### src/hw/lmc_pkg.sv
/*
  Shared constants, timing counts and types of the LIN transceiver mode control.
  Assumes a single 200 MHz core clock and comparator levels from the analog side.
*/
package lmc_pkg;

    localparam int CLK_PERIOD_NS = 5;
    localparam int CNT_W         = 22;

    // Least times, rounded up to whole cycles
    localparam int T_TXD_TIMEOUT_MS                  = 9;
    localparam int T_WAKE_DOMINANT_US                = 30;
    localparam int T_SAMPLE_TXD_US                   = 13;
    localparam int T_MODE_US                         = 13;
    localparam int T_LOW_POWER_TRANSITION_TIME_US    = 27;
    localparam int T_RESET_PULSE_MS                  = 3;
    localparam int T_UV_FILTER_US                    = 13;

    localparam int TXD_TIMEOUT_CYC = (T_TXD_TIMEOUT_MS * 1000000 + CLK_PERIOD_NS - 1)
                                     / CLK_PERIOD_NS;
    localparam int WAKE_CYC        = (T_WAKE_DOMINANT_US * 1000 + CLK_PERIOD_NS - 1)
                                     / CLK_PERIOD_NS;
    localparam int SAMPLE_TXD_CYC  = (T_SAMPLE_TXD_US * 1000 + CLK_PERIOD_NS - 1)
                                     / CLK_PERIOD_NS;
    localparam int MODE_CYC        = (T_MODE_US * 1000 + CLK_PERIOD_NS - 1) / CLK_PERIOD_NS;
    localparam int LP_MODE_CYC     = (T_LOW_POWER_TRANSITION_TIME_US * 1000 + CLK_PERIOD_NS - 1)
                                     / CLK_PERIOD_NS;
    localparam int RESET_CYC       = (T_RESET_PULSE_MS * 1000000 + CLK_PERIOD_NS - 1)
                                     / CLK_PERIOD_NS;
    localparam int UV_FILTER_CYC   = (T_UV_FILTER_US * 1000 + CLK_PERIOD_NS - 1)
                                     / CLK_PERIOD_NS;

    typedef logic [CNT_W-1:0] lmc_cnt_type;

    typedef enum logic [2:0] {
        OP_SHUTDOWN,
        OP_RESET,
        OP_NORMAL,
        OP_STANDBY,
        OP_SLEEP,
        OP_THERMAL,
        OP_LP_ENTRY,
        OP_LP_EXIT
    } lmc_op_type;

    typedef enum logic [1:0] {
        LM_OFF,
        LM_WAKEUP,
        LM_ACTIVE
    } lmc_lin_mode_type;

    typedef struct packed {
        logic en;
        logic txd;
        logic bus_rx;
        logic por_high_ok;
        logic por_low_ok;
        logic over_temp;
        logic vout_uv;
        logic timeout_en;
    } lmc_pins_type;

    typedef struct packed {
        lmc_op_type op;
        logic       wake_pending;
        logic       dom_timeout;
    } lmc_event_type;

    typedef struct packed {
        lmc_pins_type          sync1;
        lmc_pins_type          sync2;
        lmc_op_type            op;
        lmc_lin_mode_type      lin_mode;
        logic                  lp_to_sleep;
        logic                  exit_to_reset;
        lmc_cnt_type           mode_cnt;
        lmc_cnt_type           dom_cnt;
        lmc_cnt_type           wake_cnt;
        lmc_cnt_type           uv_cnt;
        logic                  txd_prev;
        logic                  dom_timeout;
        logic                  lin_dominant;
        logic                  wake_pending;
        logic                  rxd;
        logic                  reset_out_n;
        logic                  vout_enable;
        lmc_event_type [1:0]   evt_buf;
        logic [1:0]            evt_buf_valid;
        logic                  evt_lost;
    } lmc_state_type;

    function automatic lmc_state_type state_rst();
        lmc_state_type s;
        s     = '0;
        s.rxd = 1'b1;
        return s;
    endfunction

    function automatic lmc_cnt_type sat_inc(lmc_cnt_type c, lmc_cnt_type lim);
        return (c >= lim) ? c : c + 1'b1;
    endfunction

endpackage

### src/hw/lmc_mode_ctrl.sv
/*
  Mode, wakeup and transmitter control of a LIN transceiver with a two-entry
  buffer of mode change events. Assumes comparator levels and pins are
  asynchronous to core_clk and that the event sink may stall.
*/
`timescale 1ns/1ps
`default_nettype none
module lmc_mode_ctrl
    import lmc_pkg::*;
#(
    parameter lmc_cnt_type TXD_TIMEOUT_CNT = lmc_cnt_type'(TXD_TIMEOUT_CYC),
    parameter lmc_cnt_type WAKE_CNT        = lmc_cnt_type'(WAKE_CYC),
    parameter lmc_cnt_type SAMPLE_TXD_CNT  = lmc_cnt_type'(SAMPLE_TXD_CYC),
    parameter lmc_cnt_type MODE_CNT        = lmc_cnt_type'(MODE_CYC),
    parameter lmc_cnt_type LP_MODE_CNT     = lmc_cnt_type'(LP_MODE_CYC),
    parameter lmc_cnt_type RESET_CNT       = lmc_cnt_type'(RESET_CYC),
    parameter lmc_cnt_type UV_FILTER_CNT   = lmc_cnt_type'(UV_FILTER_CYC)
)
(
    // Clock and reset
    input  wire logic             core_clk,
    input  wire logic             nrst,
    // Host pins
    input  wire logic             en_pin,
    input  wire logic             txd_pin,
    output var  logic             rxd,
    output var  logic             reset_out_n,
    // Bus side
    input  wire logic             lin_bus_rx,
    output var  logic             lin_dominant,
    // Supply and protection comparators
    input  wire logic             supply_por_high_level_ok,
    input  wire logic             supply_por_low_level_ok,
    input  wire logic             over_temp,
    input  wire logic             vout_undervoltage,
    input  wire logic             dom_timeout_enable,
    output var  logic             vout_enable,
    // Status
    output var  lmc_op_type       op_mode,
    output var  lmc_lin_mode_type lin_mode,
    output var  logic             dom_timeout,
    // Event stream
    output var  logic             evt_valid,
    output var  lmc_event_type    evt_data,
    input  wire logic             evt_ready,
    output var  logic             evt_lost
);

    lmc_state_type st;
    lmc_state_type next_st;
    lmc_pins_type  pins_in;

    assign pins_in.en          = en_pin;
    assign pins_in.txd         = txd_pin;
    assign pins_in.bus_rx      = lin_bus_rx;
    assign pins_in.por_high_ok = supply_por_high_level_ok;
    assign pins_in.por_low_ok  = supply_por_low_level_ok;
    assign pins_in.over_temp   = over_temp;
    assign pins_in.vout_uv     = vout_undervoltage;
    assign pins_in.timeout_en  = dom_timeout_enable;

    always_comb
    begin
        lmc_pins_type  p;
        lmc_op_type    vol;
        lmc_op_type    forced;
        logic          forced_hit;
        logic          vol_exit_reset;
        logic          uv_fault;
        logic          wake_hit;
        logic          pop;
        logic          full;
        logic          tx_active;
        logic          txd_fall;
        lmc_event_type word;

        next_st        = st;
        p              = st.sync2;
        vol            = st.op;
        forced         = st.op;
        forced_hit     = 1'b0;
        vol_exit_reset = st.exit_to_reset;
        word           = '0;
        uv_fault       = 1'b0;
        wake_hit       = 1'b0;
        pop            = 1'b0;
        full           = 1'b0;
        tx_active      = 1'b0;
        txd_fall       = 1'b0;

        next_st.sync1 = pins_in;
        next_st.sync2 = st.sync1;

        // Short glitches of the comparator are not acted on
        next_st.uv_cnt = p.vout_uv ? sat_inc(st.uv_cnt, UV_FILTER_CNT) : '0;
        uv_fault       = (st.uv_cnt >= UV_FILTER_CNT);

        // Counts in active mode too, so a pattern begun there completes in wakeup
        next_st.wake_cnt = (!p.bus_rx && st.lin_mode != LM_OFF)
                         ? sat_inc(st.wake_cnt, WAKE_CNT) : '0;
        wake_hit = (st.wake_cnt >= WAKE_CNT) && (st.lin_mode == LM_WAKEUP);

        pop  = st.evt_buf_valid[0] && evt_ready;
        full = st.evt_buf_valid[1] && !pop;

        unique case (st.op)
            OP_SHUTDOWN:
            begin
                if (p.por_high_ok && !p.over_temp)
                    vol = OP_RESET;
            end
            OP_RESET:
            begin
                if (st.mode_cnt >= RESET_CNT && !uv_fault)
                    vol = p.en ? OP_NORMAL : OP_STANDBY;
            end
            OP_NORMAL:
            begin
                if (!p.en)
                    vol = OP_LP_ENTRY;
            end
            OP_LP_ENTRY:
            begin
                if (st.mode_cnt >= LP_MODE_CNT)
                    vol = st.lp_to_sleep ? OP_SLEEP : OP_STANDBY;
            end
            OP_STANDBY:
            begin
                if (p.en)
                begin
                    vol            = OP_LP_EXIT;
                    vol_exit_reset = 1'b0;
                end
            end
            OP_SLEEP:
            begin
                if (p.en || wake_hit)
                begin
                    vol            = OP_LP_EXIT;
                    vol_exit_reset = 1'b1;
                end
            end
            OP_LP_EXIT:
            begin
                if (st.mode_cnt >= MODE_CNT)
                    vol = st.exit_to_reset ? OP_RESET : OP_NORMAL;
            end
            OP_THERMAL:
            begin
                if (!p.over_temp)
                    vol = OP_RESET;
            end
        endcase

        if (st.op == OP_LP_ENTRY && st.mode_cnt == SAMPLE_TXD_CNT)
            next_st.lp_to_sleep = !p.txd;

        // Protection transitions never wait for room in the event buffer
        if (!p.por_low_ok)
        begin
            forced     = OP_SHUTDOWN;
            forced_hit = (st.op != OP_SHUTDOWN);
        end
        else if (p.over_temp && st.op != OP_SHUTDOWN)
        begin
            forced     = OP_THERMAL;
            forced_hit = (st.op != OP_THERMAL);
        end
        else if (uv_fault && (st.op == OP_NORMAL || st.op == OP_STANDBY
                 || st.op == OP_LP_ENTRY || (st.op == OP_LP_EXIT && !st.exit_to_reset)))
        begin
            forced     = OP_RESET;
            forced_hit = 1'b1;
        end

        if (forced_hit)
            next_st.op = forced;
        else if (!full)
        begin
            next_st.op            = vol;
            next_st.exit_to_reset = vol_exit_reset;
        end

        next_st.mode_cnt = (next_st.op != st.op) ? '0 : sat_inc(st.mode_cnt, RESET_CNT);

        unique case (next_st.op)
            OP_SHUTDOWN, OP_THERMAL: next_st.lin_mode = LM_OFF;
            OP_NORMAL:               next_st.lin_mode = p.en ? LM_ACTIVE : LM_WAKEUP;
            default:                 next_st.lin_mode = LM_WAKEUP;
        endcase

        next_st.wake_pending = wake_hit
                             || (st.wake_pending && !p.en && next_st.op != OP_SHUTDOWN);

        // Transmitter: enable low gates it off without waiting for the state machine
        tx_active        = (st.lin_mode == LM_ACTIVE) && p.en && (next_st.op == OP_NORMAL);
        txd_fall         = st.txd_prev && !p.txd;
        next_st.txd_prev = p.txd;
        if (st.lin_dominant && p.timeout_en)
            next_st.dom_cnt = sat_inc(st.dom_cnt, TXD_TIMEOUT_CNT);
        else
            next_st.dom_cnt = '0;
        if (p.txd)
            next_st.dom_timeout = 1'b0;
        if (st.dom_cnt >= TXD_TIMEOUT_CNT)
            next_st.dom_timeout = 1'b1;
        if (!tx_active || p.txd || next_st.dom_timeout)
            next_st.lin_dominant = 1'b0;
        else if (txd_fall)
            next_st.lin_dominant = 1'b1;

        unique case (next_st.lin_mode)
            LM_ACTIVE: next_st.rxd = p.bus_rx;
            LM_WAKEUP: next_st.rxd = !next_st.wake_pending;
            default:   next_st.rxd = 1'b1;
        endcase

        next_st.reset_out_n = (next_st.op == OP_NORMAL) || (next_st.op == OP_STANDBY)
                            || (next_st.op == OP_LP_ENTRY)
                            || (next_st.op == OP_LP_EXIT && !next_st.exit_to_reset);
        next_st.vout_enable = (next_st.op != OP_SHUTDOWN) && (next_st.op != OP_SLEEP)
                            && (next_st.op != OP_THERMAL);

        // Head entry always sits in slot 0 so the output comes from a flip-flop
        if (pop)
        begin
            next_st.evt_buf[0]       = st.evt_buf[1];
            next_st.evt_buf_valid[0] = st.evt_buf_valid[1];
            next_st.evt_buf_valid[1] = 1'b0;
        end
        if (next_st.op != st.op)
        begin
            word.op           = next_st.op;
            word.wake_pending = next_st.wake_pending;
            word.dom_timeout  = next_st.dom_timeout;
            if (!next_st.evt_buf_valid[0])
            begin
                next_st.evt_buf[0]       = word;
                next_st.evt_buf_valid[0] = 1'b1;
            end
            else if (!next_st.evt_buf_valid[1])
            begin
                next_st.evt_buf[1]       = word;
                next_st.evt_buf_valid[1] = 1'b1;
            end
            else
                next_st.evt_lost = 1'b1;
        end
    end

    always_ff @(posedge core_clk)
    begin
        if (!nrst)
            st <= state_rst();
        else
            st <= next_st;
    end

    assign rxd          = st.rxd;
    assign reset_out_n  = st.reset_out_n;
    assign lin_dominant = st.lin_dominant;
    assign vout_enable  = st.vout_enable;
    assign op_mode      = st.op;
    assign lin_mode     = st.lin_mode;
    assign dom_timeout  = st.dom_timeout;
    assign evt_valid    = st.evt_buf_valid[0];
    assign evt_data     = st.evt_buf[0];
    assign evt_lost     = st.evt_lost;

    logic        full_now;
    lmc_cnt_type dom_run;

    assign full_now = st.evt_buf_valid[1] && !(st.evt_buf_valid[0] && evt_ready);

    // Run length kept apart from the design's own counter, so a broken stop is caught
    always_ff @(posedge core_clk)
    begin
        if (!nrst || !lin_dominant || !st.sync2.timeout_en)
            dom_run <= '0;
        else
            dom_run <= dom_run + 1'b1;
    end
endmodule
`default_nettype wire

### config.mk
export PLATFORM = sky130hd
export DESIGN_NAME = lmc_mode_ctrl
export DESIGN_NICKNAME = d
export VERILOG_FILES = /design/src/hw/lmc_pkg.sv /design/src/hw/lmc_mode_ctrl.sv
export SDC_FILE = /design/constraint.sdc
export NUM_CORES = 1
export LEC_CHECK = 0
export ABC_AREA = 1
export BUFFER_PORTS_ARGS = -buffer_cell sky130_fd_sc_hd__clkbuf_2
export CORE_ASPECT_RATIO = 2
export CORE_MARGIN = 2
export CORE_UTILIZATION = 40
export DETAILED_ROUTE_END_ITERATION = 10
export SKIP_CTS_REPAIR_TIMING = 1
export SLEW_MARGIN = 10
export SYNTH_ARGS = -nofsm -noshare
export SYNTH_HDL_FRONTEND = slang
export SYNTH_SLANG_ARGS = --single-unit
export TNS_END_PERCENT = 20
### constraint.sdc
create_clock -name core_clk -period 3.9 [get_ports core_clk]
set_input_delay 0.195 -clock core_clk [delete_from_list [all_inputs] [get_ports core_clk]]
set_output_delay 0.195 -clock core_clk [all_outputs]
set_load 0.05 [all_outputs]
# After elaboration in Yosys (flattened, before gate mapping)
# Index checks and enable logic that the tools add are counted.
[word_totals] reg_bits=131 wordCells=160 inputBits=11 out_inout_bits=17
[op_classes] n_reduce_logical=52 eq_ne=21 add_sub_neg=4 bitwise_logic=2 magnitude_cmp=6 muxes=36
[ops] operator="adder 22 x 1 -> 22 bit (second input constant)" n=4
[ops] operator="greater-or-equal comparator 22 x 12 -> 1 bit (second input constant)" n=2
[ops] operator="greater-or-equal comparator 22 x 13 -> 1 bit (second input constant)" n=2
[ops] operator="two-way mux 3 bit" n=14
[ops] operator="case mux 3 bit (8 select lines)" n=1
[ops] operator="== test 22 x 12 -> 1 bit (second input constant)" n=1
[ops] operator="greater-or-equal comparator 22 x 20 -> 1 bit (second input constant)" n=1
[ops] operator="greater-or-equal comparator 22 x 21 -> 1 bit (second input constant)" n=1
[ops] operator="== test 3 bit (second input constant)" n=7
[ops] operator="logical AND 1 bit" n=19
[ops] operator="two-way mux 1 bit" n=13
[ops] operator="== test 3 x 2 -> 1 bit (second input constant)" n=4
[ops] operator="logical NOT 1 bit" n=10
[ops] operator="logical OR 1 bit" n=10
[ops] operator="inequality test 3 bit (second input constant)" n=3
[ops] operator="two-way mux 8 bit" n=1
[ops] operator="two-way mux 7 bit" n=1
[ops] operator="logical NOT 3 bit" n=2
[ops] operator="AND reduction 2 bit" n=3
[ops] operator="AND reduction 3 bit" n=2
[ops] operator="nonzero test 3 bit" n=2
[ops] operator="OR reduction 2 bit" n=3
[ops] operator="two-way mux 5 bit" n=1
[ops] operator="== test 2 x 1 -> 1 bit (second input constant)" n=2
[ops] operator="other kinds (8)" n=12

# Depth between registers and ports, before layout
[depth] word_depth=15 depth_mapped=21

# Least setup slack after synthesis
# No wires, ideal clock.
[synth_path] kind="reg-to-reg" startpoint="reg st (netlist bit evt_valid)" endpoint="reg st[10] (netlist name)" arrival_time_ps=2254 t_required_ps=3785 path_stages_with_launch=15 setup_slack_ps=1532 path_cell_list="dfxtp_1 > nand2_1 > nand2_1 > nand3_1 > nor2_1 > nand2_1 > o21ai_1 > nand2_1 > nand3_1 > nand2_2 > nor2_8 > nand3_4 > buf_6 > a21oi_1 > nor2_1"
[synth_via] elab_chain_len=7
[synth_rtl] item="from (decl)" line_no="lmc_mode_ctrl.sv:49" text="lmc_state_type st;"
[synth_rtl] item="from (signal assigned)" line_no="lmc_mode_ctrl.sv:254" text="st <= state_rst();"
[synth_rtl] item="from (signal assigned)" line_no="lmc_mode_ctrl.sv:256" text="st <= next_st;"
[synth_rtl] item="logical AND 1 bit"
[synth_rtl] item="logical NOT 1 bit"
[synth_rtl] item="logical AND 1 bit"
[synth_rtl] item="two-way mux 3 bit" line_no="lmc_mode_ctrl.sv:178" text="else if (!full)"
[synth_rtl] item="two-way mux 3 bit" line_no="lmc_mode_ctrl.sv:176" text="if (forced_hit)"
[synth_rtl] item="inequality test 3 bit" line_no="lmc_mode_ctrl.sv:231" text="if (next_st.op != st.op)"
[synth_rtl] item="AND reduction 3 bit (no line)"
# Several ways; a longest one is shown, not always the timed one.
# A chain may end at the register's enable or synchronous reset.

# Worst setup path in the final report
[layout_path] startpoint="reg st[94] (netlist name)" endpoint="reg st[88] (netlist name)"
[layout_via] elab_chain_len=8
[layout_rtl] item="greater-or-equal comparator 22 x 20 -> 1 bit" line_no="lmc_pkg.sv:100, lmc_mode_ctrl.sv:114"
[layout_rtl] item="logical AND 1 bit" line_no="lmc_mode_ctrl.sv:114" text="if (st.mode_cnt >= RESET_CNT && !uv_fault)"
[layout_rtl] item="two-way mux 3 bit" line_no="lmc_mode_ctrl.sv:114"
[layout_rtl] item="case mux 3 bit (8 select lines)" line_no="lmc_mode_ctrl.sv:106" text="unique case (st.op)"
[layout_rtl] item="two-way mux 3 bit" line_no="lmc_mode_ctrl.sv:178"
[layout_rtl] item="two-way mux 3 bit" line_no="lmc_mode_ctrl.sv:176"
[layout_rtl] item="inequality test 3 bit" line_no="lmc_mode_ctrl.sv:184" text="next_st.mode_cnt = (next_st.op != st.op) ? '0 : sat_inc(st.mode_cnt, RESET_CNT);"
[layout_rtl] item="OR reduction 2 bit (no line)"
# Several ways; a longest one is shown, not always the timed one.

==> reports/qor_table.md <==
| Quantity | This run |
| --- | --- |
| Min cycle time layout | 2521 ps |
| Prevailing post-synth register cell | dfxtp_1 |
| F_max | 0.3966 GHz |
| Commonest non-fill, non-tap cells in the layout | nand2_1 (175), inv_1 (152), dfxtp_1 (131) |
| Delay of the slowest critical-path stage | 460 ps |
| Critical-path top delay cell | dfxtp_1 |
| Post-Synthesis Mean Instance Area | 7.027 um2 |
| Crit-path max FO | 22 |
| Proportion of synthesized chip area in sequential cells | 41.37% |
| Depth of the worst hold-timing path | 3 |
| Netlist cell types | 50 |
| Die span in y | 182.0 um |
| Sw frac | 32.97% |
| Final count of hold timing violations | 1 |
| Number of register bits inferred by synthesis | 131 |
| Cell area after technology mapping | 6339 um2 |
| Vias per cell | 4.684 |
| Number of cells traversed by the worst register-to-register path | 17 |
| Post-layout instance area | 7241 um2 |
| Insertion delay of the later-clocked pin in the worst-skew pair | 420 ps |
| Setup Skew | 11.44 ps |
| Row cnt | 65 |
| Final setup viols | 0 |
| Reg2Reg Launch Point | st[94]$_SDFFE_PP0N_ |
| Antenna violations before repair | 0 |
| Nature of the critical path endpoint | flip-flop |
| Reg2Reg Capture Point | st[88]$_SDFFE_PP0N_ |
| Dpl cell area | 6565 um2 |
| Post-detail-place hpwl | 9029 um |
| Share of synthesized flip-flops with an asynchronous set or reset | 0% |
| TritonCTS clock tree | yes |
| Setup TNS | 0 ps |
| Die Area | 16,930 um2 |
| Cell Pwr Density | 550.2 nW/um2 |
| Flop pwr share | 36.9% |
| Synth Instances | 902 |
| CTS Buf Count | 17 |
| Antenna Cells | 0 |
| Worst Hold Margin | -27.35 ps |
| Commonest non-fill, non-tap cell in the layout | nand2_1 |
| Fill cell count | 1,616 |
| Number of global-route vias before repair | 5,203 |
| Global placer's final weighted congestion | 0.8475 |
| Wire length of the first global-routing pass | 22,600 um |
| Layout cell share with drive strength beyond 1 | 13.59% |
| Syn Nets | 921 |
| # DRC | 0 |
| Worst-Margin Slew | 989.4 ps |
| Slew headroom | 33.75% |
| Total gr overflow | 0 |
| Setup crit start | st[94]$_SDFFE_PP0N_ |
| Net load switching power | 1.313 mW |
| Wire length per cell after detailed routing | 10.90 um |
| Starting utilization of the core area | 40.59% |
| Core outline area | 15,620 um2 |
| Violated checks | negative hold slack |
| Warnings from Yosys | 0 |
| R2R Setup Slk | 1380 ps |
| Maximum number of buffers from clock root to sink | 2 |
| Peak supply drop | 375.6 uV |
| Data arrival at the endpoint of the critical path | 2840 ps |
| Port bufs | 27 |
| Number of nets still failing antenna checks after routing | 0 |
| Run status | complete, but fails checks |
| Nets@finish | 948 |
| Clock slew at the register clock pins of the worst setup and hold paths | 60 ps |
| Combinational cell fraction of total power | 22.2% |
| Internal | 2.670 mW |
| Die width | 93.01 um |
| Most repeated library cell on the critical path | nand2_1 |
| Min-Delay Path Class | input pin to flip-flop |
| Maximum number of pins on one net before global-route repair | 24 |
| Total wire length after detailed routing | 12,460 um |
| Clock root cell | clkbuf_16 |
| Router iterations before antenna repair | 4 |
| Via count | 5,354 |
| Crit share post-route | 64.65% |
| Max_cap viols | 0 |
| Depth of the CTS H-tree | 4 |
| Startpoint kind of the worst setup timing path | flip-flop |
| Layout Area Growth over Synthesis | 14.23% |
| Clk sinks | 131 |
| Setup Crit Path Kind | flip-flop to flip-flop |
| Count of flip-flops with a built-in enable after synthesis | 0 |
| Top-Level Pins | 28 |
| Multi-input logic area | 2944 um2 |
| Crit-path cells | nand2_1 -> nor2_1 -> nand2_1 -> nand2_1 -> nand2_2 -> nand2_4 -> nand3_1 -> nand2_1 -> nand2_1 -> o21bai_1 -> nand2_1 -> nand2_2 -> nand2_2 -> nand2_2 -> and2_4 -> nand3_4 -> nor3_1 |
| Detailed router's first-iteration violation count | 225 |
| Capturing element of the worst setup path | st[88]$_SDFFE_PP0N_ |
| Relative contribution of the clock network to total power | 40.9% |
| Final-report max-slew violation count | 0 |
| Setup repair after global routing missed its margin | no |
| All-layer global routing usage | 16.15% |
| Required time worst endpoint | 4220 ps |
| Cell leakage power | 2.914 nW |
| Sequential standard cell area | 2623 um2 |
area by class of cell:
cell class	instances	share of cell area, %
flip-flops and latches	131	36.22
clock buffers	17	5.875
well taps	201	3.473
inverters	161	8.346
multi-input cells	583	40.66
clock inverters	15	2.488
repair buffers	35	2.938
registers in the layout (all words and copies together), names as in the netlist:
name	count
lin_dominant	1
evt_lost	1
dom_timeout	1
vout_enable	1
reset_out_n	1
lin_mode	2
next_st	9
evt_data	5
st	105
evt_valid	1
rxd	1
op_mode	3
power by group through the flow:
stage,clock [mW],combinational [mW],sequential (mW)
floorplan,0,0.775,1.51
detailed placement,0,0.875,1.50
finish,1.63,0.885,1.47
global route,1.73,0.986,1.48
CTS,1.67,0.880,1.47
global placement,0,0.874,1.50
worst max-delay path: cells and delay by family, from the launching register on:
| family | cells | cell delay (ps) |
|---|---|---|
| and+or+nand+nor | 16 | 1820 |
| DFF | 1 | 460 |
| AOI/OAI and AO/OA | 1 | 130 |
per-layer routing:
| metal | GRT usage [%] | part of all wire, % | vias to the layer above |
|---|---|---|---|
| met3 | 3.983 | 2.7 | 18 |
| met1 | 21.05 | 50 | 2371 |
| li1 | - | - | 2906 |
| met2 | 26.00 | 45 | 59 |
| met5 | 0 | 0 | - |
| met4 | 5.412 | 1.8 | 0 |
synthesized netlist by cell type, types with 2 or more instances:
cell      instances  share of area (%)
clkbuf_1          9               0.53
buf_4            10                1.2
o221a_2           2               0.36
nand2_2          15                1.5
a22oi_1           2               0.24
a21oi_1          50                3.9
nand4_1          15                1.5
nand3_4           2               0.55
nor2_4            3               0.53
nor3_1           21                1.7
xor2_1            3               0.41
dfxtp_1         131                 41
nor2_2            7               0.69
o21ai_1           4               0.32
a31oi_1           2               0.20
nor3_2            6               0.95
inv_1           152                9.0
buf_6             3               0.53
nor4_1            9               0.89
nand3_1          50                3.9
nor2_1          127                7.5
a21oi_2          13                1.8
o21a_1            2               0.24
o31ai_1           3               0.36
buf_2             5               0.39
inv_2             9               0.53
mux2_2            4               0.71
nand2_1         175                 10
ha_1              8                1.6
o21ai_0          39                3.1
a211oi_1          2               0.24
how the worst min path moves through the flow:
| stage | from | to | slack, ps |
|---|---|---|---|
| after CTS | supply_por_high_level_ok | next_st[119]$_SDFF_PN0_ | -50 |
| after global routing | over_temp | next_st[117]$_SDFF_PN0_ | 0.6 |
| after floorplan | dom_timeout_enable | next_st[115]$_SDFF_PN0_ | 290 |
| final | over_temp | next_st[117]$_SDFF_PN0_ | -30 |
| after detailed placement | supply_por_high_level_ok | next_st[119]$_SDFF_PN0_ | 380 |
| after global placement | en_pin | next_st[122]$_SDFF_PN0_ | 380 |
through the flow:
step	instances	worst slack (ps)	hold slack, ps	power (mW)	util [%]
final	1143	1379	-27.35	3.983	46.37
after detailed placement	1104	1374	380.4	2.372	42.04
after floorplan	902	1532	292.6	2.285	-
after CTS	1136	1379	-51.33	4.014	45.92
after global routing	1143	929.3	0.6432	4.198	46.37
after global placement	1104	1428	378.0	2.370	42.04
cells by family (layout without fill, tap and decap cells):
logic type	count (synthesis)	after routing	synth area share (%)
and+or+nand+nor	442	442	32.10
buffers and inverters	188	228	12.18
DFF	131	131	41.37
AOI/OAI and AO/OA	125	125	11.51
adders and majority gates	8	8	1.579
xor gates and xnor gates	4	4	0.5528
muxes	4	4	0.7106
No activity file was read; power rests on OpenSTA's default activity.
